[src/design/pbmc_pkg.sv]
package pbmc_pkg;

  // register numbers of the management space
  localparam logic [4:0] REG_CONTROL      = 5'h00;
  localparam logic [4:0] REG_STATUS       = 5'h01;
  localparam logic [4:0] REG_ID_HIGH      = 5'h02;
  localparam logic [4:0] REG_ID_LOW       = 5'h03;
  localparam logic [4:0] REG_AN_ADV       = 5'h04;
  localparam logic [4:0] REG_AN_PARTNER   = 5'h05;
  localparam logic [4:0] REG_AN_EXPANSION = 5'h06;
  localparam logic [4:0] REG_AN_NP_TX     = 5'h07;
  localparam logic [4:0] REG_AN_NP_RX     = 5'h08;
  localparam logic [4:0] REG_MS_STATUS    = 5'h0a;
  localparam logic [4:0] REG_C45_CTRL     = 5'h0d;
  localparam logic [4:0] REG_C45_DATA     = 5'h0e;
  localparam logic [4:0] REG_PHY_CTRL     = 5'h10;
  localparam logic [4:0] REG_PHY_STATUS   = 5'h11;
  localparam logic [4:0] REG_INT_ENABLE   = 5'h12;
  localparam logic [4:0] REG_INT_STATUS   = 5'h13;
  localparam logic [4:0] REG_SPEED_CFG    = 5'h14;
  localparam logic [4:0] REG_RX_ERR_CNT   = 5'h15;
  localparam logic [4:0] REG_EXT_POINTER  = 5'h1e;
  localparam logic [4:0] REG_EXT_WINDOW   = 5'h1f;

  // control register bit positions
  localparam int CTL_RESET     = 15;
  localparam int CTL_LOOPBACK  = 14;
  localparam int CTL_SPEED_LO  = 13;
  localparam int CTL_AN_ENABLE = 12;
  localparam int CTL_PWR_DOWN  = 11;
  localparam int CTL_ISOLATE   = 10;
  localparam int CTL_AN_RESTART = 9;
  localparam int CTL_DUPLEX    = 8;
  localparam int CTL_COL_TEST  = 7;
  localparam int CTL_SPEED_HI  = 6;

  // control field defaults
  localparam logic CTL_LOOPBACK_DEF = 1'b0;
  localparam logic CTL_SPEED_LO_DEF = 1'b1;
  localparam logic CTL_PWR_DOWN_DEF = 1'b0;
  localparam logic CTL_ISOLATE_DEF  = 1'b0;
  localparam logic CTL_DUPLEX_DEF   = 1'b1;
  localparam logic CTL_COL_TEST_DEF = 1'b0;
  localparam logic CTL_SPEED_HI_DEF = 1'b0;

  // status register: fixed ability bits and live bit positions
  localparam logic [15:0] STATUS_FIXED = 16'h7949;
  localparam int STS_AN_DONE  = 5;
  localparam int STS_RFAULT   = 4;
  localparam int STS_LINK     = 2;
  localparam int STS_JABBER   = 1;

  // identifier words, values arbitrary
  localparam logic [15:0] ID_HIGH_VALUE = 16'h1234;
  localparam logic [15:0] ID_LOW_VALUE  = 16'h5678;

  // reset value of the plain read/write words
  localparam logic [15:0] RW_RESET = 16'h0000;

  // serial frame codes
  localparam logic [1:0] OP_WRITE = 2'b01;
  localparam logic [1:0] OP_READ  = 2'b10;
  localparam logic [3:0] HDR_LAST = 4'hb;
  localparam logic [3:0] DATA_LAST = 4'hf;

  // extended window storage
  localparam int EXT_DEPTH = 16;
  localparam int EXT_AW    = 4;

  // internal soft reset duration
  localparam int SYS_CLK_MHZ = 40;
  localparam int SOFT_RESET_HOLD_NS = 1000;
  localparam int SOFT_RESET_CYCLES = (SOFT_RESET_HOLD_NS * SYS_CLK_MHZ + 999) / 1000;
  localparam logic [7:0] SOFT_RESET_LAST = 8'(SOFT_RESET_CYCLES - 1);

  // cycles to wait before taking straps
  localparam logic [1:0] STRAP_SETTLE = 2'h3;

  typedef enum logic [4:0] {
    PBMC_IDLE  = 5'b00001,
    PBMC_START = 5'b00010,
    PBMC_HDR   = 5'b00100,
    PBMC_TA    = 5'b01000,
    PBMC_DATA  = 5'b10000
  } pbmc_state_e;

endpackage

[src/design/pbmc_regs.sv]
`timescale 1ns/10ps
`default_nettype none

// Function
// - self-clearing bits act, then clear themselves
// - soft reset forces typed fields to defaults
// - strap fields default from pins at power-on
// - decode basic registers plus extended pointer/window
// - control bit 15 resets state machines
// - soft reset end restores control and status
// - control bit 14 enables internal loopback
// - bits 6,13 select speed; AN reports
// - control bit 12 enables auto-negotiation
// - bit 11 powers down, management stays alive
// - isolate ignores transmit data and control
// - isolate floats receive clock, control, data
// - management works while isolated
// - control bit 9 restarts auto-negotiation
// - bit 8 sets duplex without AN
// - bit 8 reports resolved duplex after AN
// - control bit 7 enables collision test
// - soft reset does not resample straps
module pbmc_regs
  import pbmc_pkg::*;
(
  input  wire logic        sys_clk,
  input  wire logic        nrst,
  input  wire logic        mdcPin,
  input  wire logic        mdioIn,
  output logic             mdioOut,
  output logic             mdioOeN,
  input  wire logic        strapAutonegEnable,
  input  wire logic [1:0]  strapPhyAddr,
  input  wire logic        anComplete,
  input  wire logic        anSpeed100,
  input  wire logic        anFullDuplex,
  input  wire logic        linkUp,
  input  wire logic        remoteFaultIn,
  input  wire logic        jabberIn,
  input  wire logic [15:0] partnerAbility,
  input  wire logic [3:0]  txDataPin,
  input  wire logic        transmitControlIn,
  output logic [3:0]       txDataCore,
  output logic             txCtlCore,
  input  wire logic        coreRxClk,
  input  wire logic        coreRxCtl,
  input  wire logic [3:0]  coreRxData,
  output logic             receiveClockOut,
  output logic             receiveClockOeN,
  output logic             receiveControlOut,
  output logic             receiveControlOeN,
  output logic [3:0]       rxDataOut,
  output logic             rxDataOeN,
  output logic             phyStateReset,
  output logic             loopbackEn,
  output logic             speed100,
  output logic             fullDuplex,
  output logic             autonegEnable,
  output logic             autonegRestart,
  output logic             powerDown,
  output logic             isolate,
  output logic             collisionTest
);
  import pbmc_pkg::*;

  logic [2:0]       mdcSync;
  logic             mdcLevel;
  logic             mdcRise;
  logic [2:0]       mdioSync;
  logic             mdioBit;
  logic [2:0]       strapSyncAn;
  logic [5:0]       strapSyncAddr;
  logic [1:0]       strapWait;
  logic             strapTaken;
  logic             strapAn;
  logic [1:0]       myAddrLow;
  logic [4:0]       myAddr;

  pbmc_state_e      state;
  logic [3:0]       bitCnt;
  logic [11:0]      hdr;
  logic [15:0]      shiftIn;
  logic [15:0]      shiftOut;
  logic             readMine;
  logic             writeMine;
  logic             regWrite;
  logic [4:0]       wrAddr;
  logic [15:0]      wrData;
  logic             readTake;
  logic [15:0]      readValue;

  logic             softBusy;
  logic [7:0]       softCnt;
  logic             softDone;
  logic             ctlLoop;
  logic             ctlSpeedLo;
  logic             ctlAnEn;
  logic             ctlPwd;
  logic             ctlIso;
  logic             ctlDuplex;
  logic             ctlColTest;
  logic             ctlSpeedHi;
  logic             anResolved;
  logic             rfaultLatched;
  logic             linkLatched;

  logic [15:0]      anAdv;
  logic [15:0]      anNpTx;
  logic [15:0]      c45Ctrl;
  logic [15:0]      c45Data;
  logic [15:0]      phyCtrl;
  logic [15:0]      intEnable;
  logic [15:0]      speedCfg;
  logic [15:0]      extPointer;
  logic [15:0]      extMem [0:EXT_DEPTH-1];
  logic [15:0]      controlWord;
  logic [15:0]      statusWord;

  // three-stage synchronisers for the management clock and data pins
  always_ff @(posedge sys_clk)
  begin
    if (!nrst)
    begin
      mdcSync  <= 3'h0;
      mdioSync <= 3'h7;
      mdcLevel <= 1'b0;
    end
    else
    begin
      mdcSync  <= {mdcSync[1:0], mdcPin};
      mdioSync <= {mdioSync[1:0], mdioIn};
      if (mdcSync[1] == mdcSync[2])
        mdcLevel <= mdcSync[2];
    end
  end

  // a rising edge counts once stages two and three agree on the new high level
  assign mdcRise = (mdcSync[1] == mdcSync[2]) && mdcSync[2] && !mdcLevel;
  assign mdioBit = mdioSync[2];

  // straps synchronised, then taken once after hardware reset release
  always_ff @(posedge sys_clk)
  begin
    if (!nrst)
    begin
      strapSyncAn   <= 3'h0;
      strapSyncAddr <= 6'h00;
      strapWait     <= 2'h0;
      strapTaken    <= 1'b0;
      strapAn       <= 1'b1;
      myAddrLow     <= 2'h0;
    end
    else
    begin
      strapSyncAn   <= {strapSyncAn[1:0], strapAutonegEnable};
      strapSyncAddr <= {strapSyncAddr[3:0], strapPhyAddr};
      if (!strapTaken)
      begin
        if (strapWait == STRAP_SETTLE)
        begin
          strapTaken <= 1'b1;
          strapAn    <= strapSyncAn[2];
          myAddrLow  <= strapSyncAddr[5:4];
        end
        else
          strapWait <= strapWait + 2'h1;
      end
    end
  end

  assign myAddr = {3'h0, myAddrLow};

  // header decode: opcode, station address, register number
  assign readMine  = (hdr[11:10] == OP_READ) && (hdr[9:5] == myAddr);
  assign writeMine = (hdr[11:10] == OP_WRITE) && (hdr[9:5] == myAddr);

  // serial frame engine, alive in every mode of the datapath
  always_ff @(posedge sys_clk)
  begin
    if (!nrst)
    begin
      state    <= PBMC_IDLE;
      bitCnt   <= 4'h0;
      hdr      <= 12'h000;
      shiftIn  <= 16'h0000;
      shiftOut <= 16'h0000;
      mdioOut  <= 1'b1;
      mdioOeN  <= 1'b1;
      regWrite <= 1'b0;
      readTake <= 1'b0;
      wrAddr   <= 5'h00;
      wrData   <= 16'h0000;
    end
    else
    begin
      regWrite <= 1'b0;
      readTake <= 1'b0;
      if (mdcRise)
      begin
        case (state)
          PBMC_IDLE:
          begin
            if (!mdioBit)
              state <= PBMC_START;
          end
          PBMC_START:
          begin
            bitCnt <= 4'h0;
            state  <= mdioBit ? PBMC_HDR : PBMC_START;
          end
          PBMC_HDR:
          begin
            hdr <= {hdr[10:0], mdioBit};
            if (bitCnt == HDR_LAST)
            begin
              bitCnt <= 4'h0;
              state  <= PBMC_TA;
            end
            else
              bitCnt <= bitCnt + 4'h1;
          end
          PBMC_TA:
          begin
            if (bitCnt == 4'h0)
            begin
              bitCnt <= 4'h1;
              if (readMine)
              begin
                mdioOeN  <= 1'b0;
                mdioOut  <= 1'b0;
                shiftOut <= readValue;
                readTake <= 1'b1;
              end
            end
            else
            begin
              bitCnt <= 4'h0;
              state  <= PBMC_DATA;
              if (readMine)
              begin
                mdioOut  <= shiftOut[15];
                shiftOut <= {shiftOut[14:0], 1'b0};
              end
            end
          end
          PBMC_DATA:
          begin
            shiftIn <= {shiftIn[14:0], mdioBit};
            if (readMine)
            begin
              mdioOut  <= shiftOut[15];
              shiftOut <= {shiftOut[14:0], 1'b0};
            end
            if (bitCnt == DATA_LAST)
            begin
              state   <= PBMC_IDLE;
              mdioOeN <= 1'b1;
              mdioOut <= 1'b1;
              if (writeMine)
              begin
                regWrite <= 1'b1;
                wrAddr   <= hdr[4:0];
                wrData   <= {shiftIn[14:0], mdioBit};
              end
            end
            else
              bitCnt <= bitCnt + 4'h1;
          end
          default:
            state <= PBMC_IDLE;
        endcase
      end
    end
  end

  // soft reset sequencer: bit 15 stays set until the reset is done
  always_ff @(posedge sys_clk)
  begin
    if (!nrst)
    begin
      softBusy <= 1'b0;
      softCnt  <= 8'h00;
    end
    else if (softBusy)
    begin
      if (softCnt == SOFT_RESET_LAST)
        softBusy <= 1'b0;
      else
        softCnt <= softCnt + 8'h01;
    end
    else if (regWrite && wrAddr == REG_CONTROL && wrData[CTL_RESET])
    begin
      softBusy <= 1'b1;
      softCnt  <= 8'h00;
    end
  end

  assign softDone = softBusy && (softCnt == SOFT_RESET_LAST);
  assign phyStateReset = softBusy;

  // control fields; strap default reused on soft reset without resampling
  always_ff @(posedge sys_clk)
  begin
    if (!nrst || softDone)
    begin
      ctlLoop    <= CTL_LOOPBACK_DEF;
      ctlSpeedLo <= CTL_SPEED_LO_DEF;
      ctlAnEn    <= nrst ? strapAn : 1'b1;
      ctlPwd     <= CTL_PWR_DOWN_DEF;
      ctlIso     <= CTL_ISOLATE_DEF;
      ctlDuplex  <= CTL_DUPLEX_DEF;
      ctlColTest <= CTL_COL_TEST_DEF;
      ctlSpeedHi <= CTL_SPEED_HI_DEF;
    end
    else if (strapTaken == 1'b0 && strapWait == STRAP_SETTLE)
      ctlAnEn <= strapSyncAn[2];
    else if (regWrite && wrAddr == REG_CONTROL && !wrData[CTL_RESET] && !softBusy)
    begin
      ctlLoop    <= wrData[CTL_LOOPBACK];
      ctlSpeedLo <= wrData[CTL_SPEED_LO];
      ctlAnEn    <= wrData[CTL_AN_ENABLE];
      ctlPwd     <= wrData[CTL_PWR_DOWN];
      ctlIso     <= wrData[CTL_ISOLATE];
      ctlDuplex  <= wrData[CTL_DUPLEX];
      ctlColTest <= wrData[CTL_COL_TEST];
      ctlSpeedHi <= wrData[CTL_SPEED_HI];
    end
  end

  // restart pulse: acts on the write, the bit never reads back as set
  always_ff @(posedge sys_clk)
  begin
    if (!nrst)
      autonegRestart <= 1'b0;
    else
      autonegRestart <= regWrite && wrAddr == REG_CONTROL && !wrData[CTL_RESET]
                        && wrData[CTL_AN_RESTART] && !softBusy;
  end

  // status latches: remote fault clears on read, link latches low
  always_ff @(posedge sys_clk)
  begin
    if (!nrst || softDone)
    begin
      rfaultLatched <= 1'b0;
      linkLatched   <= 1'b0;
    end
    else
    begin
      if (remoteFaultIn)
        rfaultLatched <= 1'b1;
      else if (readTake && hdr[4:0] == REG_STATUS)
        rfaultLatched <= 1'b0;
      if (!linkUp)
        linkLatched <= 1'b0;
      else if (readTake && hdr[4:0] == REG_STATUS)
        linkLatched <= 1'b1;
    end
  end

  // plain read/write words and the extended window pointer
  always_ff @(posedge sys_clk)
  begin
    if (!nrst)
    begin
      anAdv      <= RW_RESET;
      anNpTx     <= RW_RESET;
      c45Ctrl    <= RW_RESET;
      c45Data    <= RW_RESET;
      phyCtrl    <= RW_RESET;
      intEnable  <= RW_RESET;
      speedCfg   <= RW_RESET;
      extPointer <= RW_RESET;
    end
    else if (regWrite)
    begin
      case (wrAddr)
        REG_AN_ADV:      anAdv      <= wrData;
        REG_AN_NP_TX:    anNpTx     <= wrData;
        REG_C45_CTRL:    c45Ctrl    <= wrData;
        REG_C45_DATA:    c45Data    <= wrData;
        REG_PHY_CTRL:    phyCtrl    <= wrData;
        REG_INT_ENABLE:  intEnable  <= wrData;
        REG_SPEED_CFG:   speedCfg   <= wrData;
        REG_EXT_POINTER: extPointer <= wrData;
        default:         anAdv      <= anAdv;
      endcase
    end
  end

  // extended register storage behind the window
  always_ff @(posedge sys_clk)
  begin
    if (regWrite && wrAddr == REG_EXT_WINDOW)
      extMem[extPointer[EXT_AW-1:0]] <= wrData;
  end

  // resolved values replace speed bit 13 and the duplex bit after negotiation; bit 6 keeps its written value
  assign anResolved = ctlAnEn && anComplete;

  // control and status words as read
  always_comb
  begin
    controlWord                 = 16'h0000;
    controlWord[CTL_RESET]      = softBusy;
    controlWord[CTL_LOOPBACK]   = ctlLoop;
    controlWord[CTL_SPEED_LO]   = anResolved ? anSpeed100 : ctlSpeedLo;
    controlWord[CTL_AN_ENABLE]  = ctlAnEn;
    controlWord[CTL_PWR_DOWN]   = ctlPwd;
    controlWord[CTL_ISOLATE]    = ctlIso;
    controlWord[CTL_DUPLEX]     = anResolved ? anFullDuplex : ctlDuplex;
    controlWord[CTL_COL_TEST]   = ctlColTest;
    controlWord[CTL_SPEED_HI]   = ctlSpeedHi;
    statusWord                  = STATUS_FIXED;
    statusWord[STS_AN_DONE]     = anComplete;
    statusWord[STS_RFAULT]      = rfaultLatched;
    statusWord[STS_LINK]        = linkLatched;
    statusWord[STS_JABBER]      = jabberIn;
  end

  // read multiplexer; unmapped numbers read zero
  always_comb
  begin
    case (hdr[4:0])
      REG_CONTROL:      readValue = controlWord;
      REG_STATUS:       readValue = statusWord;
      REG_ID_HIGH:      readValue = ID_HIGH_VALUE;
      REG_ID_LOW:       readValue = ID_LOW_VALUE;
      REG_AN_ADV:       readValue = anAdv;
      REG_AN_PARTNER:   readValue = partnerAbility;
      REG_AN_EXPANSION: readValue = 16'h0000;
      REG_AN_NP_TX:     readValue = anNpTx;
      REG_AN_NP_RX:     readValue = 16'h0000;
      REG_MS_STATUS:    readValue = 16'h0000;
      REG_C45_CTRL:     readValue = c45Ctrl;
      REG_C45_DATA:     readValue = c45Data;
      REG_PHY_CTRL:     readValue = phyCtrl;
      REG_PHY_STATUS:   readValue = {12'h000, linkUp, anComplete, speed100, fullDuplex};
      REG_INT_ENABLE:   readValue = intEnable;
      REG_INT_STATUS:   readValue = 16'h0000;
      REG_SPEED_CFG:    readValue = speedCfg;
      REG_RX_ERR_CNT:   readValue = 16'h0000;
      REG_EXT_POINTER:  readValue = extPointer;
      REG_EXT_WINDOW:   readValue = extMem[extPointer[EXT_AW-1:0]];
      default:          readValue = 16'h0000;
    endcase
  end

  // mode outputs to the datapath
  assign loopbackEn    = ctlLoop;
  assign speed100      = controlWord[CTL_SPEED_LO] && !ctlSpeedHi;
  assign fullDuplex    = controlWord[CTL_DUPLEX];
  assign autonegEnable = ctlAnEn;
  assign powerDown     = ctlPwd;
  assign isolate       = ctlIso;
  assign collisionTest = ctlColTest;

  // isolation of the mac data pins
  assign txDataCore        = ctlIso ? 4'h0 : txDataPin;
  assign txCtlCore         = ctlIso ? 1'b0 : transmitControlIn;
  assign receiveClockOut   = coreRxClk;
  assign receiveControlOut = coreRxCtl;
  assign rxDataOut         = coreRxData;
  assign receiveClockOeN   = ctlIso;
  assign receiveControlOeN = ctlIso;
  assign rxDataOeN         = ctlIso;

endmodule

`default_nettype wire

[config.mk]
export PLATFORM = sky130hd
export DESIGN_NAME = pbmc_regs
export DESIGN_NICKNAME = d
export VERILOG_FILES = /design/src/design/pbmc_pkg.sv /design/src/design/pbmc_regs.sv
export SDC_FILE = /design/constraint.sdc
export NUM_CORES = 1
export LEC_CHECK = 0
export ABC_AREA = 0
export CAP_MARGIN = 10
export CORE_ASPECT_RATIO = 0.8
export CORE_MARGIN = 2
export CORE_UTILIZATION = 57
export CTS_CLUSTER_SIZE = 12
export DETAILED_ROUTE_END_ITERATION = 8
export DONT_BUFFER_PORTS = 1
export PLACE_DENSITY = 0.74
export SKIP_LAST_GASP = 1
export SLEW_MARGIN = 20
export SYNTH_ARGS = -nofsm -noshare
export SYNTH_HDL_FRONTEND = slang
export SYNTH_SLANG_ARGS = --single-unit
[constraint.sdc]
create_clock -name sys_clk -period 2.7 [get_ports sys_clk]
set_input_delay 0.135 -clock sys_clk [delete_from_list [all_inputs] [get_ports sys_clk]]
set_output_delay 0.135 -clock sys_clk [all_outputs]
set_load 0.02 [all_outputs]
==> out/qor.csv <==
stage,metric,value,unit
sta,Final setup viols,0,
die,Core Area,35800,um2
global_route,GRT Overall Usage,0.305,
clocking,TritonCTS buffer count,49,
layout,Layout area overhead,12.3,%
synthesis,post-synthesis sequential area ratio,0.614,
detailed_routing,wire length on met2,25500,um
synthesis,"flops & latches, synth",507,
detailed_routing,ANT nets after route,0,
synthesis,synthesized cell area,20700,um2
placement,IO Port Bufs,0,
outcome,status,"finished, final reports clean",
critical_path,critical path type,reg -> reg,
critical_path,crit path buf inv count,0,
critical_path,crit path max-delay cell type,and3_1,
critical_path,crit-path max FO,12,
synthesis,Yosys cell types,71,
synthesis,mux contribution to synthesized area,0.108,
die,Rows,62,
clocking,"CTS clk-pin slew, worst paths",60,ps
die,Die Area,37900,um2
power_and_ir_drop,Peak supply drop,578,uV
synthesis,Ys Warns,0,
detailed_routing,initial drt markers,1856,
detailed_routing,Vias,14891,
global_route,antenna violations before repair,2,
sta,max-slew violations,0,
synthesis,synth top area cells,"edfxtp_1 (37%), dfxtp_1 (24%), mux4_2 (6.7%)",
sta,Worst-Margin Slew,1110,ps
sta,Fmax achieved,382,MHz
detailed_routing,met3 routed WL,6040,um
sta,setup_tns,0,ps
placement,Place WS,271,ps
sta,Final Cycle Share,0.969,
sta,min cycle time layout,2620,ps
detailed_routing,wl on met1,24400,um
detailed_routing,Pre-Repair DR Iteration Count,6,
critical_path,Worst path max stage delay,790,ps
sta,slew margin rel.,0.258,
sta,final hold violations,0,
placement,Post-DP HPWL,37800,um
synthesis,Post-Syn Nets,1836,
layout,max reg flops,256,
layout,Nets,1875,
layout,Non-Filler Instances,2345,
sta,Final WS setup,83.1,ps
synthesis,compound-cell area share of the yosys netlist,0.0930,
layout,share of cells above drive strength 1,0.143,
synthesis,Post-synth ARST share,0,
clocking,setup repair bufs after CTS,0,
die,die span in y,175,um
synthesis,largest family of logic cells by synthesized area,simple AND/OR/NAND/NOR gates,
global_route,number of global-route vias before repair,14009,
power_and_ir_drop,Pleak,7.91,nW
synthesis,area share of and/or/nand/nor cells after synthesis,0.145,
synthesis,post-synth top area cell,edfxtp_1,
detailed_routing,Routed WL per cell,24.7,um
critical_path,Worst Path Arrival,3110,ps
placement,Post-Place Cells,2241,
clocking,Clock Tree Buf Depth,3,
global_route,largest net degree at the start of global routing,87,
placement,gp weighted congestion,0.961,
run,Max-Cap Viols,0,
die,width of the die,217,um
synthesis,syn_area_per_cell,11.6,um2
clocking,H-tree Lvls,2,
critical_path,CP required,3190,ps
critical_path,Worst setup EP type,flip-flop,
detailed_routing,Total Wirelength,57800,um
die,Initial Utilization,0.578,
detailed_routing,DR DRC count,0,
critical_path,critical path's top delay family,simple AND/OR/NAND/NOR gates,
sta,RSZ-0062 raised after global routing,false,
clocking,CTS sink count,507,
critical_path,element type at the critical path start,flip-flop,
critical_path,crit-path cells,"nor2b_1, and3_1, a22oi_1, nand4_1, nor4_1, o22ai_1",
die,IO Count,65,
detailed_routing,Avg Vias per Cell,6.35,
clocking,clock root buffer,clkbuf_16,
synthesis,Synth Area in Adders,0.00302,
synthesis,top_reg_cell synth,edfxtp_1,
clocking,"Clk Latency, worst-skew pair",580,ps
global_route,GRT overflow,0,
power_and_ir_drop,power per cell area,629,nW/um2
synthesis,Post-Synth XOR/XNOR Area,0.00507,
synthesis,Cells after Synth,1791,
worst_hold_path,min-delay worst type,in -> reg,
synthesis,post-synth top area share,0.373,
sta,Max Clock Skew,18.0,ps
synthesis,Post-synth EDFFs,257,
global_route,global-route wire length before repair,86800,um
clocking,CTS tree,yes,
detailed_routing,Top Layer Used,met4,
## repair_timing
item	4_1_cts	5_1_grt
hold buffers	18	0
gates resized for setup	0	0
hold endpoints to repair	75	0
## path summary, 6_finish.rpt
kind	start	to	slack (ps)	depth (start not counted)
setup reg to reg	hdr[4]	shiftOut[9]	80	6
hold reg to reg	mdioSync[1]	mdioSync[2]	410	1
setup / recovery	hdr[4]	shiftOut[9]	80	6
hold / removal	partnerAbility[7]	shiftOut[7]	30	4
## through the flow
step	hold WS [ps]	cell area (um2)	total power (W)	util
after floorplan	236	20700	0.00837	-
after global placement	211	21600	0.00839	0.603
after detailed placement	212	21600	0.00840	0.603
after CTS	1.34	23300	0.0147	0.649
after global routing	63.7	23300	0.0150	0.649
final	28.6	23300	0.0146	0.649
## worst register-to-register path, stage by stage, from the launching register on
cell	delay [ps]
dfxtp_1	500
nor2b_1	560
and3_1	790
a22oi_1	260
nand4_1	220
nor4_1	90
o22ai_1	130
## where the power goes
group / internal (W) / switching (W) / leakage [nW] / total [W]
Combinational: 0.0000712 / 0.000134 / 2.82 / 0.000206
Sequential: 0.00804 / 0.0000227 / 4.40 / 0.00806
Clock: 0.00356 / 0.00279 / 0.694 / 0.00635
## synthesized netlist by cell type, drive strengths merged (16+ instances only)
cell type / count
a21oi: 169
a22oi: 52
and2: 16
and3: 24
buf: 51
clkbuf: 88
dfxtp: 250
edfxtp: 257
mux2i: 73
mux4: 62
nand2: 323
nand3: 48
nand4: 16
nor2: 114
nor2b: 19
nor3: 30
o21ai: 33
## placed cells by master, fill, tap and decap left out, types with 9 or more instances in the layout
master         Yosys  routed
and3_1            24      24
nor2_1           113     113
and2_1            15      15
nor2b_1           18      18
a22oi_1           52      52
nand4_1           15      15
dfxtp_1          250     248
clkbuf_16          0      51
a21oi_1          169     169
clkbuf_1          88      27
mux2_2             9       9
nand2_1          323     323
or3_1             10      10
o22ai_1           14      14
o21ai_0           29      29
nor3_2             2      10
inv_1             10      10
edfxtp_1         257     257
nor3_1            28      20
nor4_1            10      10
mux2i_1           73      73
mux4_2            62      62
nand2b_1          14      14
nand3_1           48      48
dlygate4sd3_1      0      17
buf_4             17     105
## final cells by class
type                            instances  area, um2
Antenna cell                            2       5.00
Timing Repair Buffer                  127       1060
Inverter                               11       46.3
Clock buffer                           81       1420
Fill cell                            2722      12600
Multi-Input combinational cell       1134       7380
Clock inverter                          3       18.8
Sequential cell                       507      12700
Tap cell                              480        601
## kinds of logic after synthesis
group           Yosys count
fa+ha+maj                 5
xor+xnor                 12
simple gates            655
flops                   507
mux                     144
buf+inv                 150
compound gates          318
## metal layers
metal	track usage	up-vias
met1	0.455	7347
met3	0.0604	139
met2	0.448	830
li1	-	6575
met5	0	-
met4	0.105	0
Note: power is estimated with default switching activity, not from simulation.
